File: src/core/byte_alu_pkg.sv
// Purpose: Shared types and constants for the byte ALU datapath
// Assumes: Single core clock, decoder drives one operation per cycle
// Notes: Reset values and flag positions live here
`default_nettype none
package byte_alu_pkg;
    typedef enum logic [2:0] {
        OP_NONE,
        OP_LITERAL_MINUS_ACC,
        OP_ACC_XOR_LITERAL,
        OP_FILE_MINUS_ACC,
        OP_ACC_XOR_FILE,
        OP_FILE_NIBBLE_EXCHANGE
    } alu_op_t;

    typedef struct packed {
        logic carry;
        logic half_carry_flag;
        logic zero;
    } flags_t;

    typedef struct packed {
        alu_op_t op;
        logic [7:0] literal;
        logic [6:0] file_addr;
        logic dest_file;
        logic [7:0] file_data;
    } alu_req_t;

    typedef struct packed {
        logic file_we;
        logic [6:0] file_addr;
        logic [7:0] file_data;
    } file_wr_t;

    localparam logic [7:0] ACC_RESET = 8'h00;
    localparam logic [6:0] ADDR_RESET = 7'h00;
    localparam int FLAG_CARRY_POS = 2;
    localparam int FLAG_HALF_POS = 1;
    localparam int FLAG_ZERO_POS = 0;
    localparam logic [2:0] FLAGS_RESET = 3'h0;
    localparam int RESULT_LATENCY = 1;
endpackage
`default_nettype wire

File: src/core/byte_alu_calc.sv
// Purpose: Combinational result and flag computation
// Assumes: Operands already selected by the caller
// Notes: Subtraction by adding the two's complement
`default_nettype none
module byte_alu_calc (
    input wire byte_alu_pkg::alu_op_t op_i,
    input wire logic [7:0] src_i,
    input wire logic [7:0] acc_i,
    output logic [7:0] result_o,
    output logic carry_o,
    output logic half_o,
    output logic zero_o,
    output logic flags_hit_o,
    output logic zero_hit_o
);
    wire logic [8:0] diff;
    wire logic [4:0] low_diff;
    wire logic is_sub;
    wire logic is_xor;
    wire logic is_swap;

    assign is_sub = (op_i == byte_alu_pkg::OP_LITERAL_MINUS_ACC) ||
                    (op_i == byte_alu_pkg::OP_FILE_MINUS_ACC);
    assign is_xor = (op_i == byte_alu_pkg::OP_ACC_XOR_LITERAL) ||
                    (op_i == byte_alu_pkg::OP_ACC_XOR_FILE);
    assign is_swap = (op_i == byte_alu_pkg::OP_FILE_NIBBLE_EXCHANGE);
    // Source plus inverted accumulator plus one
    assign diff = {1'b0, src_i} + {1'b0, ~acc_i} + 9'h001; // RULE1 RULE3
    assign low_diff = {1'b0, src_i[3:0]} + {1'b0, ~acc_i[3:0]} + 5'h01; // RULE1 RULE3
    assign result_o = is_sub ? diff[7:0] :
                      is_xor ? (src_i ^ acc_i) : // RULE2 RULE5
                      is_swap ? {src_i[3:0], src_i[7:4]} : // RULE6
                      8'h00;
    assign carry_o = diff[8];
    assign half_o = low_diff[4];
    assign zero_o = (result_o == 8'h00); // RULE8
    assign flags_hit_o = is_sub;
    assign zero_hit_o = is_sub || is_xor; // RULE2 RULE5 RULE6
endmodule
`default_nettype wire

File: src/core/byte_alu_sub_xor_swap.sv
// Purpose: Byte ALU for subtract, exclusive OR and nibble exchange
// Assumes: Decoder presents one request per cycle on the core clock
// Notes: Results and flags appear one cycle after the request
// Notes on behaviour
// RULE1 - Literal minus accumulator into accumulator, updating carry, half carry and zero.
// RULE2 - Accumulator XOR literal into accumulator, only zero flag changes.
// RULE3 - File register minus accumulator, updating carry, half carry and zero.
// RULE4 - File subtract and XOR go to accumulator on select 0, file on 1.
// RULE5 - Accumulator XOR file register, only the zero flag changes.
// RULE6 - Nibble exchange swaps halves of the file byte, flags untouched.
// RULE7 - Swapped byte goes to accumulator on select 0, file on 1.
// RULE8 - Zero flag set when affected result is zero, else cleared.
`default_nettype none
module byte_alu_sub_xor_swap (
    input wire logic CLK_SYS_I,
    input wire logic ARST_N_I,
    input wire byte_alu_pkg::alu_req_t REQ_I,
    output logic [7:0] ACC_O,
    output var byte_alu_pkg::flags_t FLAGS_O,
    output var byte_alu_pkg::file_wr_t FILE_WR_O
);
    ////////////////////////////////////////////////////////////////////////
    // Operand selection
    logic [7:0] acc_r;
    logic [7:0] acc_nxt;
    byte_alu_pkg::flags_t flags_r;
    byte_alu_pkg::flags_t flags_nxt;
    byte_alu_pkg::file_wr_t wr_r;
    byte_alu_pkg::file_wr_t wr_nxt;
    wire logic [7:0] src;
    wire logic [7:0] result;
    wire logic carry;
    wire logic half;
    wire logic zero;
    wire logic flags_hit;
    wire logic zero_hit;
    wire logic is_file_op;
    wire logic to_file;

    function automatic logic op_uses_literal(input byte_alu_pkg::alu_op_t op);
        op_uses_literal = (op == byte_alu_pkg::OP_LITERAL_MINUS_ACC) ||
                          (op == byte_alu_pkg::OP_ACC_XOR_LITERAL);
    endfunction

    assign is_file_op = (REQ_I.op == byte_alu_pkg::OP_FILE_MINUS_ACC) ||
                        (REQ_I.op == byte_alu_pkg::OP_ACC_XOR_FILE) ||
                        (REQ_I.op == byte_alu_pkg::OP_FILE_NIBBLE_EXCHANGE);
    assign src = op_uses_literal(REQ_I.op) ? REQ_I.literal : REQ_I.file_data;
    assign to_file = is_file_op && REQ_I.dest_file; // RULE4 RULE7

    byte_alu_calc u_calc (
        .op_i(REQ_I.op),
        .src_i(src),
        .acc_i(acc_r),
        .result_o(result),
        .carry_o(carry),
        .half_o(half),
        .zero_o(zero),
        .flags_hit_o(flags_hit),
        .zero_hit_o(zero_hit)
    );

    ////////////////////////////////////////////////////////////////////////
    // Next state
    assign acc_nxt = (REQ_I.op != byte_alu_pkg::OP_NONE && !to_file) ? // RULE4 RULE7
                     result : acc_r;
    assign flags_nxt = {flags_hit ? carry : flags_r.carry, // RULE1 RULE3
                        flags_hit ? half : flags_r.half_carry_flag, // RULE1 RULE3
                        zero_hit ? zero : flags_r.zero}; // RULE8
    assign wr_nxt = {to_file, // RULE4 RULE7
                     to_file ? REQ_I.file_addr : byte_alu_pkg::ADDR_RESET,
                     to_file ? result : 8'h00};

    always_ff @(posedge CLK_SYS_I or negedge ARST_N_I) begin
        if (!ARST_N_I) begin
            acc_r <= byte_alu_pkg::ACC_RESET;
            flags_r <= byte_alu_pkg::FLAGS_RESET;
            wr_r <= '0;
        end else begin
            acc_r <= acc_nxt;
            flags_r <= flags_nxt;
            wr_r <= wr_nxt;
        end
    end

    assign ACC_O = acc_r;
    assign FLAGS_O = flags_r;
    assign FILE_WR_O = wr_r;

    ////////////////////////////////////////////////////////////////////////
    // Assertions
    property p_lit_sub;
        @(posedge CLK_SYS_I) disable iff (!ARST_N_I)
        REQ_I.op == byte_alu_pkg::OP_LITERAL_MINUS_ACC |=>
            ACC_O == 8'($past(REQ_I.literal) - $past(acc_r)) && !FILE_WR_O.file_we;
    endproperty
    a_lit_sub: assert property (p_lit_sub) else $error("Literal subtract wrong"); // RULE1

    property p_lit_xor;
        @(posedge CLK_SYS_I) disable iff (!ARST_N_I)
        REQ_I.op == byte_alu_pkg::OP_ACC_XOR_LITERAL |=>
            ACC_O == ($past(REQ_I.literal) ^ $past(acc_r)) &&
            FLAGS_O.carry == $past(flags_r.carry) &&
            FLAGS_O.half_carry_flag == $past(flags_r.half_carry_flag);
    endproperty
    a_lit_xor: assert property (p_lit_xor) else $error("Literal XOR wrong"); // RULE2

    property p_file_sub;
        @(posedge CLK_SYS_I) disable iff (!ARST_N_I)
        REQ_I.op == byte_alu_pkg::OP_FILE_MINUS_ACC |=>
            FLAGS_O.carry == ($past(REQ_I.file_data) >= $past(acc_r)) &&
            FLAGS_O.half_carry_flag == ($past(REQ_I.file_data[3:0]) >= $past(acc_r[3:0]));
    endproperty
    a_file_sub: assert property (p_file_sub) else $error("File subtract flags wrong"); // RULE3

    property p_dest_file;
        @(posedge CLK_SYS_I) disable iff (!ARST_N_I)
        (REQ_I.op == byte_alu_pkg::OP_FILE_MINUS_ACC ||
         REQ_I.op == byte_alu_pkg::OP_ACC_XOR_FILE) && REQ_I.dest_file |=>
            FILE_WR_O.file_we && FILE_WR_O.file_addr == $past(REQ_I.file_addr) &&
            ACC_O == $past(acc_r);
    endproperty
    a_dest_file: assert property (p_dest_file) else $error("File destination wrong"); // RULE4

    property p_file_xor;
        @(posedge CLK_SYS_I) disable iff (!ARST_N_I)
        REQ_I.op == byte_alu_pkg::OP_ACC_XOR_FILE && !REQ_I.dest_file |=>
            ACC_O == ($past(REQ_I.file_data) ^ $past(acc_r)) &&
            FLAGS_O.carry == $past(flags_r.carry);
    endproperty
    a_file_xor: assert property (p_file_xor) else $error("File XOR wrong"); // RULE5

    property p_swap;
        @(posedge CLK_SYS_I) disable iff (!ARST_N_I)
        REQ_I.op == byte_alu_pkg::OP_FILE_NIBBLE_EXCHANGE |=>
            FLAGS_O == $past(flags_r);
    endproperty
    a_swap: assert property (p_swap) else $error("Swap changed flags"); // RULE6

    property p_swap_dest;
        @(posedge CLK_SYS_I) disable iff (!ARST_N_I)
        REQ_I.op == byte_alu_pkg::OP_FILE_NIBBLE_EXCHANGE && REQ_I.dest_file |=>
            FILE_WR_O.file_we &&
            FILE_WR_O.file_data == {$past(REQ_I.file_data[3:0]), $past(REQ_I.file_data[7:4])};
    endproperty
    a_swap_dest: assert property (p_swap_dest) else $error("Swap write wrong"); // RULE7

    property p_zero;
        @(posedge CLK_SYS_I) disable iff (!ARST_N_I)
        zero_hit && !to_file |=> FLAGS_O.zero == (ACC_O == 8'h00);
    endproperty
    a_zero: assert property (p_zero) else $error("Zero flag wrong"); // RULE8

    property p_lit_flags;
        @(posedge CLK_SYS_I) disable iff (!ARST_N_I)
        REQ_I.op == byte_alu_pkg::OP_LITERAL_MINUS_ACC |=>
            FLAGS_O.carry == ($past(REQ_I.literal) >= $past(acc_r)) &&
            FLAGS_O.half_carry_flag == ($past(REQ_I.literal[3:0]) >= $past(acc_r[3:0])) &&
            FLAGS_O.zero == (ACC_O == 8'h00);
    endproperty
    a_lit_flags: assert property (p_lit_flags) else $error("Sub flags wrong"); // RULE1

    property p_lit_dest;
        @(posedge CLK_SYS_I) disable iff (!ARST_N_I)
        op_uses_literal(REQ_I.op) |=>
            !FILE_WR_O.file_we;
    endproperty
    a_lit_dest: assert property (p_lit_dest) else $error("Literal op wrote file"); // RULE1 RULE2

    property p_fsub_acc;
        @(posedge CLK_SYS_I) disable iff (!ARST_N_I)
        REQ_I.op == byte_alu_pkg::OP_FILE_MINUS_ACC && !REQ_I.dest_file |=>
            ACC_O == 8'($past(REQ_I.file_data) - $past(acc_r)) &&
            !FILE_WR_O.file_we;
    endproperty
    a_fsub_acc: assert property (p_fsub_acc) else $error("Subtract to acc wrong"); // RULE3 RULE4

    property p_fsub_wr;
        @(posedge CLK_SYS_I) disable iff (!ARST_N_I)
        REQ_I.op == byte_alu_pkg::OP_FILE_MINUS_ACC && REQ_I.dest_file |=>
            FILE_WR_O.file_data == 8'($past(REQ_I.file_data) - $past(acc_r));
    endproperty
    a_fsub_wr: assert property (p_fsub_wr) else $error("Subtract to file wrong"); // RULE4

    property p_xor_wr;
        @(posedge CLK_SYS_I) disable iff (!ARST_N_I)
        REQ_I.op == byte_alu_pkg::OP_ACC_XOR_FILE && REQ_I.dest_file |=>
            FILE_WR_O.file_data == ($past(REQ_I.file_data) ^ $past(acc_r)) &&
            FLAGS_O.carry == $past(flags_r.carry) &&
            FLAGS_O.half_carry_flag == $past(flags_r.half_carry_flag);
    endproperty
    a_xor_wr: assert property (p_xor_wr) else $error("XOR to file wrong"); // RULE5

    property p_swap_acc;
        @(posedge CLK_SYS_I) disable iff (!ARST_N_I)
        REQ_I.op == byte_alu_pkg::OP_FILE_NIBBLE_EXCHANGE && !REQ_I.dest_file |=>
            ACC_O == {$past(REQ_I.file_data[3:0]), $past(REQ_I.file_data[7:4])} &&
            !FILE_WR_O.file_we;
    endproperty
    a_swap_acc: assert property (p_swap_acc) else $error("Swap to acc wrong"); // RULE7

    property p_swap_addr;
        @(posedge CLK_SYS_I) disable iff (!ARST_N_I)
        REQ_I.op == byte_alu_pkg::OP_FILE_NIBBLE_EXCHANGE && REQ_I.dest_file |=>
            FILE_WR_O.file_addr == $past(REQ_I.file_addr) &&
            ACC_O == $past(acc_r);
    endproperty
    a_swap_addr: assert property (p_swap_addr) else $error("Swap address wrong"); // RULE7

    property p_zero_file;
        @(posedge CLK_SYS_I) disable iff (!ARST_N_I)
        zero_hit && to_file |=>
            FLAGS_O.zero == (FILE_WR_O.file_data == 8'h00);
    endproperty
    a_zero_file: assert property (p_zero_file) else $error("File zero flag wrong"); // RULE8

    property p_we_pulse;
        @(posedge CLK_SYS_I) disable iff (!ARST_N_I)
        !to_file |=>
            !FILE_WR_O.file_we;
    endproperty
    a_we_pulse: assert property (p_we_pulse) else $error("Stray file write"); // RULE4 RULE7
endmodule
`default_nettype wire

File: config.mk
export PLATFORM = sky130hd
export DESIGN_NAME = byte_alu_sub_xor_swap
export DESIGN_NICKNAME = d
export VERILOG_FILES = /design/src/core/byte_alu_pkg.sv /design/src/core/byte_alu_calc.sv /design/src/core/byte_alu_sub_xor_swap.sv
export SDC_FILE = /design/constraint.sdc
export NUM_CORES = 1
export LEC_CHECK = 0
export ABC_AREA = 1
export BUFFER_PORTS_ARGS = -buffer_cell sky130_fd_sc_hd__clkbuf_2
export CAP_MARGIN = 20
export CELL_PAD_IN_SITES_DETAIL_PLACEMENT = 1
export CELL_PAD_IN_SITES_GLOBAL_PLACEMENT = 1
export CORE_MARGIN = 2
export CORE_UTILIZATION = 30
export DETAILED_ROUTE_END_ITERATION = 10
export PLACE_DENSITY_LB_ADDON = 0.1
export SYNTH_ARGS = -nofsm -noshare
export SYNTH_HDL_FRONTEND = slang
export SYNTH_SLANG_ARGS = --single-unit
File: constraint.sdc
create_clock -name CLK_SYS_I -period 2.2 [get_ports CLK_SYS_I]
set_input_delay 0.11 -clock CLK_SYS_I [delete_from_list [all_inputs] [get_ports CLK_SYS_I]]
set_output_delay 0.11 -clock CLK_SYS_I [all_outputs]
set_load 0.01 [all_outputs]
== After elaboration in Yosys (flattened, before gate mapping) ==
Cells that the tools add are included.
W data, S select, Z words.

* $add $sub $neg: 4
* Equality and inequality tests: 5
* Mux-type cells: 6
* Bitwise logic cells: 3
* Reduce and logical (&&, ||, !) cells: 11

{| class="wikitable"
|+ Operators with widths
! operator !! number
|-
| $mux W8 || 5
|-
| $add A8 B8 Y9 || 1
|-
| $add A9 B1 Y9 const B || 1
|-
| $logic_not A8 Y1 || 1
|-
| $not A8 Y8 || 1
|-
| $xor A8 B8 Y8 || 1
|-
| $mux W7 || 1
|-
| $eq A3 B2 Y1 const B || 2
|-
| $eq A3 B3 Y1 const B || 2
|-
| $logic_or A1 B1 Y1 || 6
|-
| $add A4 B4 Y5 || 1
|-
| $add A5 B1 Y5 const B || 1
|-
| $not A4 Y4 || 1
|-
| $eq A3 B1 Y1 const B || 1
|-
| $reduce_bool A3 Y1 || 1
|-
| $logic_and A1 B1 Y1 || 2
|-
| $logic_not A1 Y1 || 1
|}

* Bits in registers: 27
* Input port bits: 29
* Output and inout bits: 27
* Logic and storage cells: 36

== Longest topological paths before layout ==
* Word-level depth: 7
* Mapped depth: 18
* Mapped depth without buffers: 17

== Cells and area by module ==
A second synthesis with hierarchy kept.

* Cells, all modules: 256
* Area total of the unflattened synthesis: 1,861.8 um^2

{| class="wikitable"
|+ Modules (own cells, without submodules)
! module !! times used !! cells each !! area an instance (um^2) !! seq. area each (um^2)
|-
| byte_alu_sub_xor_swap || 1 || 123 || 1,106.1 || 675.6
|-
| byte_alu_calc || 1 || 133 || 755.7 || 0.0
|}

== Worst setup path before layout ==
Ideal clock, no wire load.

* Path type: input-to-reg
* Start: in REQ_I[24] (netlist name)
* End: reg flags_r, in the netlist FLAGS_O[0]
* Setup time: 65 ps
* Arrival: 2,034 ps
* Data required time: 2,135 ps
* Slack: 101 ps
* Stages: 15
* Buffers on the path: 1
* Cells stage by stage: buf_6 > inv_2 > nand3_2 > nand2_4 > mux2_2 > ha_1 > a21oi_1 > nand2_1 > nand2_1 > nand3_1 > nand2_1 > nor2_1 > nor2_1 > nand4_1 > nand2_1

* Word-level cells in the longest chain between the ends: 7
* Elaborated cells on any way between the ends: 17
* Classes of those cells: add/sub (2); eq/ne (5); mux (4); bitwise (1); reduce/logical (5)

{| class="wikitable"
|+ RTL lines
! what !! RTL line !! source
|-
| from (decl) || byte_alu_sub_xor_swap.sv:17 || <nowiki>input wire byte_alu_pkg::alu_req_t REQ_I,</nowiki>
|-
| $eq A3 B1 Y1 / $eq A3 B2 Y1 (equally long branches) || - ||
|-
| $logic_or A1 B1 Y1 || byte_alu_sub_xor_swap.sv:41 || <nowiki>op_uses_literal = (op == byte_alu_pkg::OP_LITERAL_MINUS_ACC) ||</nowiki>
|-
| $mux W8 || byte_alu_sub_xor_swap.sv:48 || <nowiki>assign src = op_uses_literal(REQ_I.op) ? REQ_I.literal : REQ_I.file_data;</nowiki>
|-
| $add A8 B8 Y9, or another cell as far along || byte_alu_calc.sv:28 || <nowiki>assign diff = {1'b0, src_i} + {1'b0, ~acc_i} + 9'h001;</nowiki>
|-
| $add A9 B1 Y9 / $mux W8 (equally long branches) || byte_alu_calc.sv:28, byte_alu_calc.sv:31 ||
|-
| $mux W8 || byte_alu_calc.sv:30 || <nowiki>assign result_o = is_sub ? diff[7:0] :</nowiki>
|-
| $logic_not A8 Y1 || byte_alu_calc.sv:36 || <nowiki>assign zero_o = (result_o == 8'h00);</nowiki>
|-
| to (signal assigned) || byte_alu_sub_xor_swap.sv:77 || <nowiki>flags_r <= byte_alu_pkg::FLAGS_RESET;</nowiki>
|-
| to (signal assigned) || byte_alu_sub_xor_swap.sv:81 || <nowiki>flags_r <= flags_nxt;</nowiki>
|-
| to (decl) || byte_alu_sub_xor_swap.sv:26 || <nowiki>byte_alu_pkg::flags_t flags_r;</nowiki>
|}

Parallel ways exist; a longest one is shown, timed or not.
A chain may end at the register's enable or synchronous reset.

== Worst setup path after layout ==
* Start: in REQ_I[26] (netlist name)
* End: reg flags_r, in the netlist FLAGS_O[0]

The elaborated chain is that of the path after synthesis.

==> report_table.html <==
<table>
<tr><th>Metric</th><th>Value</th></tr>
<tr><th colspan="2">Run status</th></tr>
<tr><td>Run status</td><td>completed</td></tr>
<tr><th colspan="2">Detailed routing</th></tr>
<tr><td>Router iterations before antenna repair</td><td>4</td></tr>
<tr><td>Post-detailed-route wirelength per cell</td><td>14.0 um</td></tr>
<tr><td>Total wirelength of the detailed-routed design</td><td>roughly 5400 um</td></tr>
<tr><td>Via count</td><td>1748</td></tr>
<tr><td>Detailed-route DRC error count</td><td>0</td></tr>
<tr><td>Via density</td><td>4.52</td></tr>
<tr><td>First-iteration detailed-routing DRC count</td><td>47</td></tr>
<tr><td>Final ANT Viol Nets</td><td>0</td></tr>
<tr><th colspan="2">Clock tree</th></tr>
<tr><td>Root cell of the clock tree</td><td>sky130_fd_sc_hd__clkbuf_8</td></tr>
<tr><td>Max Root-Sink Buffers</td><td>2</td></tr>
<tr><td>TritonCTS clock tree</td><td>done</td></tr>
<tr><td>Clk pin slew, worst setup/hold paths</td><td>110 ps</td></tr>
<tr><td>CTS Buf Count</td><td>3</td></tr>
<tr><td>Clock insertion delay at the later pin of the skew report</td><td>roughly 280 ps</td></tr>
<tr><td>CTS HTree Levels</td><td>1</td></tr>
<tr><td>CTS sink cnt</td><td>27</td></tr>
<tr><th colspan="2">Setup path</th></tr>
<tr><td>Category of the worst setup path capture point</td><td>flip-flop</td></tr>
<tr><td>Critical-path maximum fanout</td><td>7</td></tr>
<tr><td>Startpoint class of the critical path</td><td>input port</td></tr>
<tr><td>Worst path required time</td><td>2430 ps</td></tr>
<tr><td>Internal reg-to-reg setup slack</td><td>280 ps</td></tr>
<tr><td>Data arrival at the endpoint of the critical path</td><td>between 2000 and 2500 ps</td></tr>
<tr><td>Category of the critical setup timing path</td><td>input port to flip-flop</td></tr>
<tr><th colspan="2">Finish</th></tr>
<tr><td>Non-filler instance count after layout</td><td>387</td></tr>
<tr><td>Fraction of final layout cells sized beyond drive strength 1</td><td>0.371</td></tr>
<tr><td>Net total in the final layout</td><td>354</td></tr>
<tr><td>Post-route cell area</td><td>about 0.0024 sq mm</td></tr>
<tr><td>Fill cell count</td><td>729</td></tr>
<tr><td>Layout-stage area growth over the synthesis result</td><td>39.4%</td></tr>
<tr><td>Fraction of the core area covered by cells at the end of the flow</td><td>0.435</td></tr>
<tr><td>Number of antenna diodes</td><td>0</td></tr>
<tr><th colspan="2">Synthesis</th></tr>
<tr><td>Sequential share of the synthesized area</td><td>0.391</td></tr>
<tr><td>Largest family of logic cells by synthesized area</td><td>simple AND/OR/NAND/NOR gates</td></tr>
<tr><td>Fraction of the mapped netlist area in adder cells</td><td>0.0695</td></tr>
<tr><td>Compound-cell area share of the yosys netlist</td><td>0.0854</td></tr>
<tr><td>Async SR Flop Fraction</td><td>1.00</td></tr>
<tr><td>Dominant cell by count in the synthesized netlist</td><td>sky130_fd_sc_hd__nand2_1</td></tr>
<tr><td>Count of flip-flops with a built-in enable after synthesis</td><td>0</td></tr>
<tr><td>Cell accounting for the most synthesized area</td><td>sky130_fd_sc_hd__dfrtp_1</td></tr>
<tr><td>Flip-flop cell with the highest count after synthesis</td><td>sky130_fd_sc_hd__dfrtp_1</td></tr>
<tr><td>Synthesized instance count</td><td>~230</td></tr>
<tr><td>Mean instance size in the synthesized netlist</td><td>7.55 sq um</td></tr>
<tr><td>Simple-Gate Fraction of Synth Area</td><td>0.305</td></tr>
<tr><td>Leading post-synthesis cells by instance count</td><td>sky130_fd_sc_hd__nand2_1, sky130_fd_sc_hd__inv_1, sky130_fd_sc_hd__dfrtp_1</td></tr>
<tr><td>Count of unique library cells instantiated by Yosys</td><td>30</td></tr>
<tr><td>Yosys warns</td><td>0</td></tr>
<tr><td>Largest cells by area after synthesis</td><td>sky130_fd_sc_hd__dfrtp_1, sky130_fd_sc_hd__nand2_1, sky130_fd_sc_hd__inv_1</td></tr>
<tr><td>Portion of synthesized cell area occupied by the leading cell type</td><td>0.391</td></tr>
<tr><td>Total standard cell area after synthesis</td><td>about 0.0017 sq mm</td></tr>
<tr><td>Synthesized flop and latch total</td><td>27</td></tr>
<tr><td>Fraction of synthesized area in multiplexers</td><td>0.0326</td></tr>
<tr><td>Net count of the mapped netlist</td><td>267</td></tr>
<tr><td>Xor and xnor fraction of the mapped netlist area</td><td>0</td></tr>
<tr><th colspan="2">Die</th></tr>
<tr><td>Number of primary I/O pins</td><td>56</td></tr>
<tr><td>Initial core utilization</td><td>0.312</td></tr>
<tr><td>Site Rows</td><td>27</td></tr>
<tr><td>Die X</td><td>roughly 80 um</td></tr>
<tr><td>Die Height</td><td>79.9 um</td></tr>
<tr><td>Full die area</td><td>0.00639 sq mm</td></tr>
<tr><td>Placeable Area</td><td>~0.0055 sq mm</td></tr>
<tr><th colspan="2">GRT</th></tr>
<tr><td>Via count of the first global-routing pass</td><td>around 1800</td></tr>
<tr><td>GR met3 Demand/Resource</td><td>0.0215</td></tr>
<tr><td>Antenna violations before repair</td><td>0</td></tr>
<tr><td>Fraction of met1 tracks used by global routing</td><td>0.238</td></tr>
<tr><td>Pin count of the biggest net entering global routing</td><td>28</td></tr>
<tr><td>First-pass GRT wire length</td><td>just under 9000 um</td></tr>
<tr><td>Global routing met2 resource utilization</td><td>0.315</td></tr>
<tr><td>Global-route layer with the greatest usage</td><td>met2</td></tr>
<tr><td>Sum of overflow across all layers after global routing</td><td>0</td></tr>
<tr><td>GRT Total Usage</td><td>0.182</td></tr>
<tr><th colspan="2">Pwr</th></tr>
<tr><td>Worst supply voltage drop on vdd</td><td>0.330 mV</td></tr>
<tr><td>Tot Pwr</td><td>around 1.8 mW</td></tr>
<tr><td>Total leakage power</td><td>1.40 nW</td></tr>
<tr><td>Cell Pwr Density</td><td>around 730 mW/mm^2</td></tr>
<tr><th colspan="2">STA</th></tr>
<tr><td>Remaining max-slew budget at the tightest pin</td><td>0.516</td></tr>
<tr><td>Post-layout worst setup margin</td><td>172 ps</td></tr>
<tr><td>Final-report hold violation count</td><td>0</td></tr>
<tr><td>Skew final</td><td>between 3 and 4 ps</td></tr>
<tr><td>Max frequency</td><td>493 MHz</td></tr>
<tr><td>Final setup violating endpoints</td><td>0</td></tr>
<tr><td>RSZ-0062 raised after global routing</td><td>false</td></tr>
<tr><td>Worst Tran Pin Value</td><td>725 ps</td></tr>
<tr><td>Final number of max-transition violations</td><td>0</td></tr>
<tr><td>Hold slack</td><td>8.10 ps</td></tr>
<tr><td>Final critical-path share of the clock period</td><td>0.922</td></tr>
<tr><td>Fin crit period</td><td>2030 ps</td></tr>
<tr><td>Final total negative setup slack</td><td>0 ps</td></tr>
<tr><th colspan="2">Placement</th></tr>
<tr><td>Number of placed instances with taps included</td><td>377</td></tr>
<tr><td>Final HPWL from detailed placement</td><td>between 4000 and 5000 um</td></tr>
<tr><td>Post-place instance area</td><td>0.00225 sq mm</td></tr>
<tr><td>GP Congestion</td><td>between 0.8 and 0.9</td></tr>
<tr><td>Setup slack after placement</td><td>-300 ps</td></tr>
<tr><td>Input/output buffers</td><td>55</td></tr>
<tr><th colspan="2">Run</th></tr>
<tr><td>Maximum capacitance violations</td><td>0</td></tr>
<tr><th colspan="2">Hold path</th></tr>
<tr><td>Kind of path behind the tightest hold check</td><td>input port to flip-flop</td></tr>
</table>
==> flip-flops by register name, summed over array words and instances, names as in the netlist <==
| signal | flops |
|---|---|
| ACC_O | 8 |
| FILE_WR_O | 16 |
| FLAGS_O | 3 |
==> power breakdown <==
part | internal (mW) | leakage, nW | switching, mW
registers | 0.562 | 0.357 | 0.0363
clock network | 0.129 | 0.0217 | 0.179
logic | 0.361 | 1.02 | 0.492
==> cell type report <==
class	count	area (sq um)	area share
timing repair buffer	85	515	0.214
inverter	48	183	0.0758
clock buffer	3	41.3	0.0171
tap	72	90.1	0.0374
multi-input combinational	151	898	0.373
sequential	27	676	0.280
clock inverter	1	7.51	0.00311
==> what timing repair did <==
item                       4_1_cts  5_1_grt
resized for setup                1       11
setup endpoints to repair        1        5
setup buffers                    0        0
pin swaps                        0        2
hold endpoints to repair        31        1
hold buffers                     5        1
==> cell usage in the layout, fill, tap and decap left out <==
| cell type | count |
|---|---|
| sky130_fd_sc_hd__clkbuf_2 | 55 |
| sky130_fd_sc_hd__nand2_1 | 50 |
| sky130_fd_sc_hd__inv_1 | 43 |
| sky130_fd_sc_hd__dfrtp_1 | 27 |
| sky130_fd_sc_hd__buf_4 | 24 |
| sky130_fd_sc_hd__nor2_1 | 20 |
| sky130_fd_sc_hd__nand3_1 | 18 |
| sky130_fd_sc_hd__nand4_1 | 6 |
| sky130_fd_sc_hd__o21ai_0 | 6 |
| sky130_fd_sc_hd__ha_1 | 6 |
| sky130_fd_sc_hd__dlygate4sd3_1 | 6 |
| sky130_fd_sc_hd__mux2_2 | 5 |
| sky130_fd_sc_hd__nand2_2 | 5 |
| sky130_fd_sc_hd__a21oi_1 | 5 |
| sky130_fd_sc_hd__inv_2 | 4 |
| sky130_fd_sc_hd__a21oi_2 | 4 |
| sky130_fd_sc_hd__o21ai_1 | 4 |
| sky130_fd_sc_hd__nand3_2 | 3 |
| sky130_fd_sc_hd__clkbuf_8 | 3 |
| sky130_fd_sc_hd__nand2_4 | 2 |
| sky130_fd_sc_hd__nand3b_1 | 2 |
| sky130_fd_sc_hd__or2_2 | 2 |
| sky130_fd_sc_hd__inv_4 | 1 |
| sky130_fd_sc_hd__nand3_4 | 1 |
| sky130_fd_sc_hd__and2_1 | 1 |
| sky130_fd_sc_hd__o211ai_1 | 1 |
| sky130_fd_sc_hd__nor2_2 | 1 |
| sky130_fd_sc_hd__a21boi_0 | 1 |
| sky130_fd_sc_hd__a21boi_2 | 1 |
| sky130_fd_sc_hd__o21a_1 | 1 |
| sky130_fd_sc_hd__a31oi_2 | 1 |
| sky130_fd_sc_hd__a31oi_1 | 1 |
| sky130_fd_sc_hd__nor3_2 | 1 |
| sky130_fd_sc_hd__fa_2 | 1 |
| sky130_fd_sc_hd__ha_2 | 1 |
| sky130_fd_sc_hd__ha_4 | 1 |
| sky130_fd_sc_hd__clkinvlp_4 | 1 |
==> final timing paths <==
| check | from | end | depth (start not counted) |
|---|---|---|---|
| setup / recovery | REQ_I[26] | FLAGS_O[0] | 16 |
| hold / removal | REQ_I[10] | FILE_WR_O[9] | 3 |
| setup reg to reg | ACC_O[0] | FLAGS_O[0] | 12 |
| hold reg to reg | ACC_O[6] | ACC_O[6] | 2 |
| max in group asynchronous | ARST_N_I | FILE_WR_O[10] | 2 |
| min in group asynchronous | ARST_N_I | ACC_O[2] | 2 |
==> cell families after synthesis <==
| kind of cell | Yosys count |
|---|---|
| AOI/OAI and AO/OA | 25 |
| adders and majority gates | 9 |
| buffers and inverters | 51 |
| DFF | 27 |
| muxes | 5 |
| and+or+nand+nor | 112 |
==> routing by layer <==
layer  part of all wire  wire, um
met1               0.46      2500
met2               0.49      2660
met3              0.034       182
met4              0.010        55
met5                  0         0
==> worst max-delay path: stages <==
cell	delay (ps)
sky130_fd_sc_hd__clkbuf_2	110
sky130_fd_sc_hd__inv_4	90
sky130_fd_sc_hd__nand3_2	110
sky130_fd_sc_hd__nand2_4	130
sky130_fd_sc_hd__buf_4	130
sky130_fd_sc_hd__nand2_1	60
sky130_fd_sc_hd__o21a_1	110
sky130_fd_sc_hd__ha_1	310
sky130_fd_sc_hd__or2_2	340
sky130_fd_sc_hd__nand3_1	130
sky130_fd_sc_hd__nand2_1	70
sky130_fd_sc_hd__nand2_1	70
sky130_fd_sc_hd__nand2_1	80
sky130_fd_sc_hd__a21oi_2	220
sky130_fd_sc_hd__nand4_1	110
sky130_fd_sc_hd__nand2_1	70
Note: power is estimated with default switching activity, not from simulation.
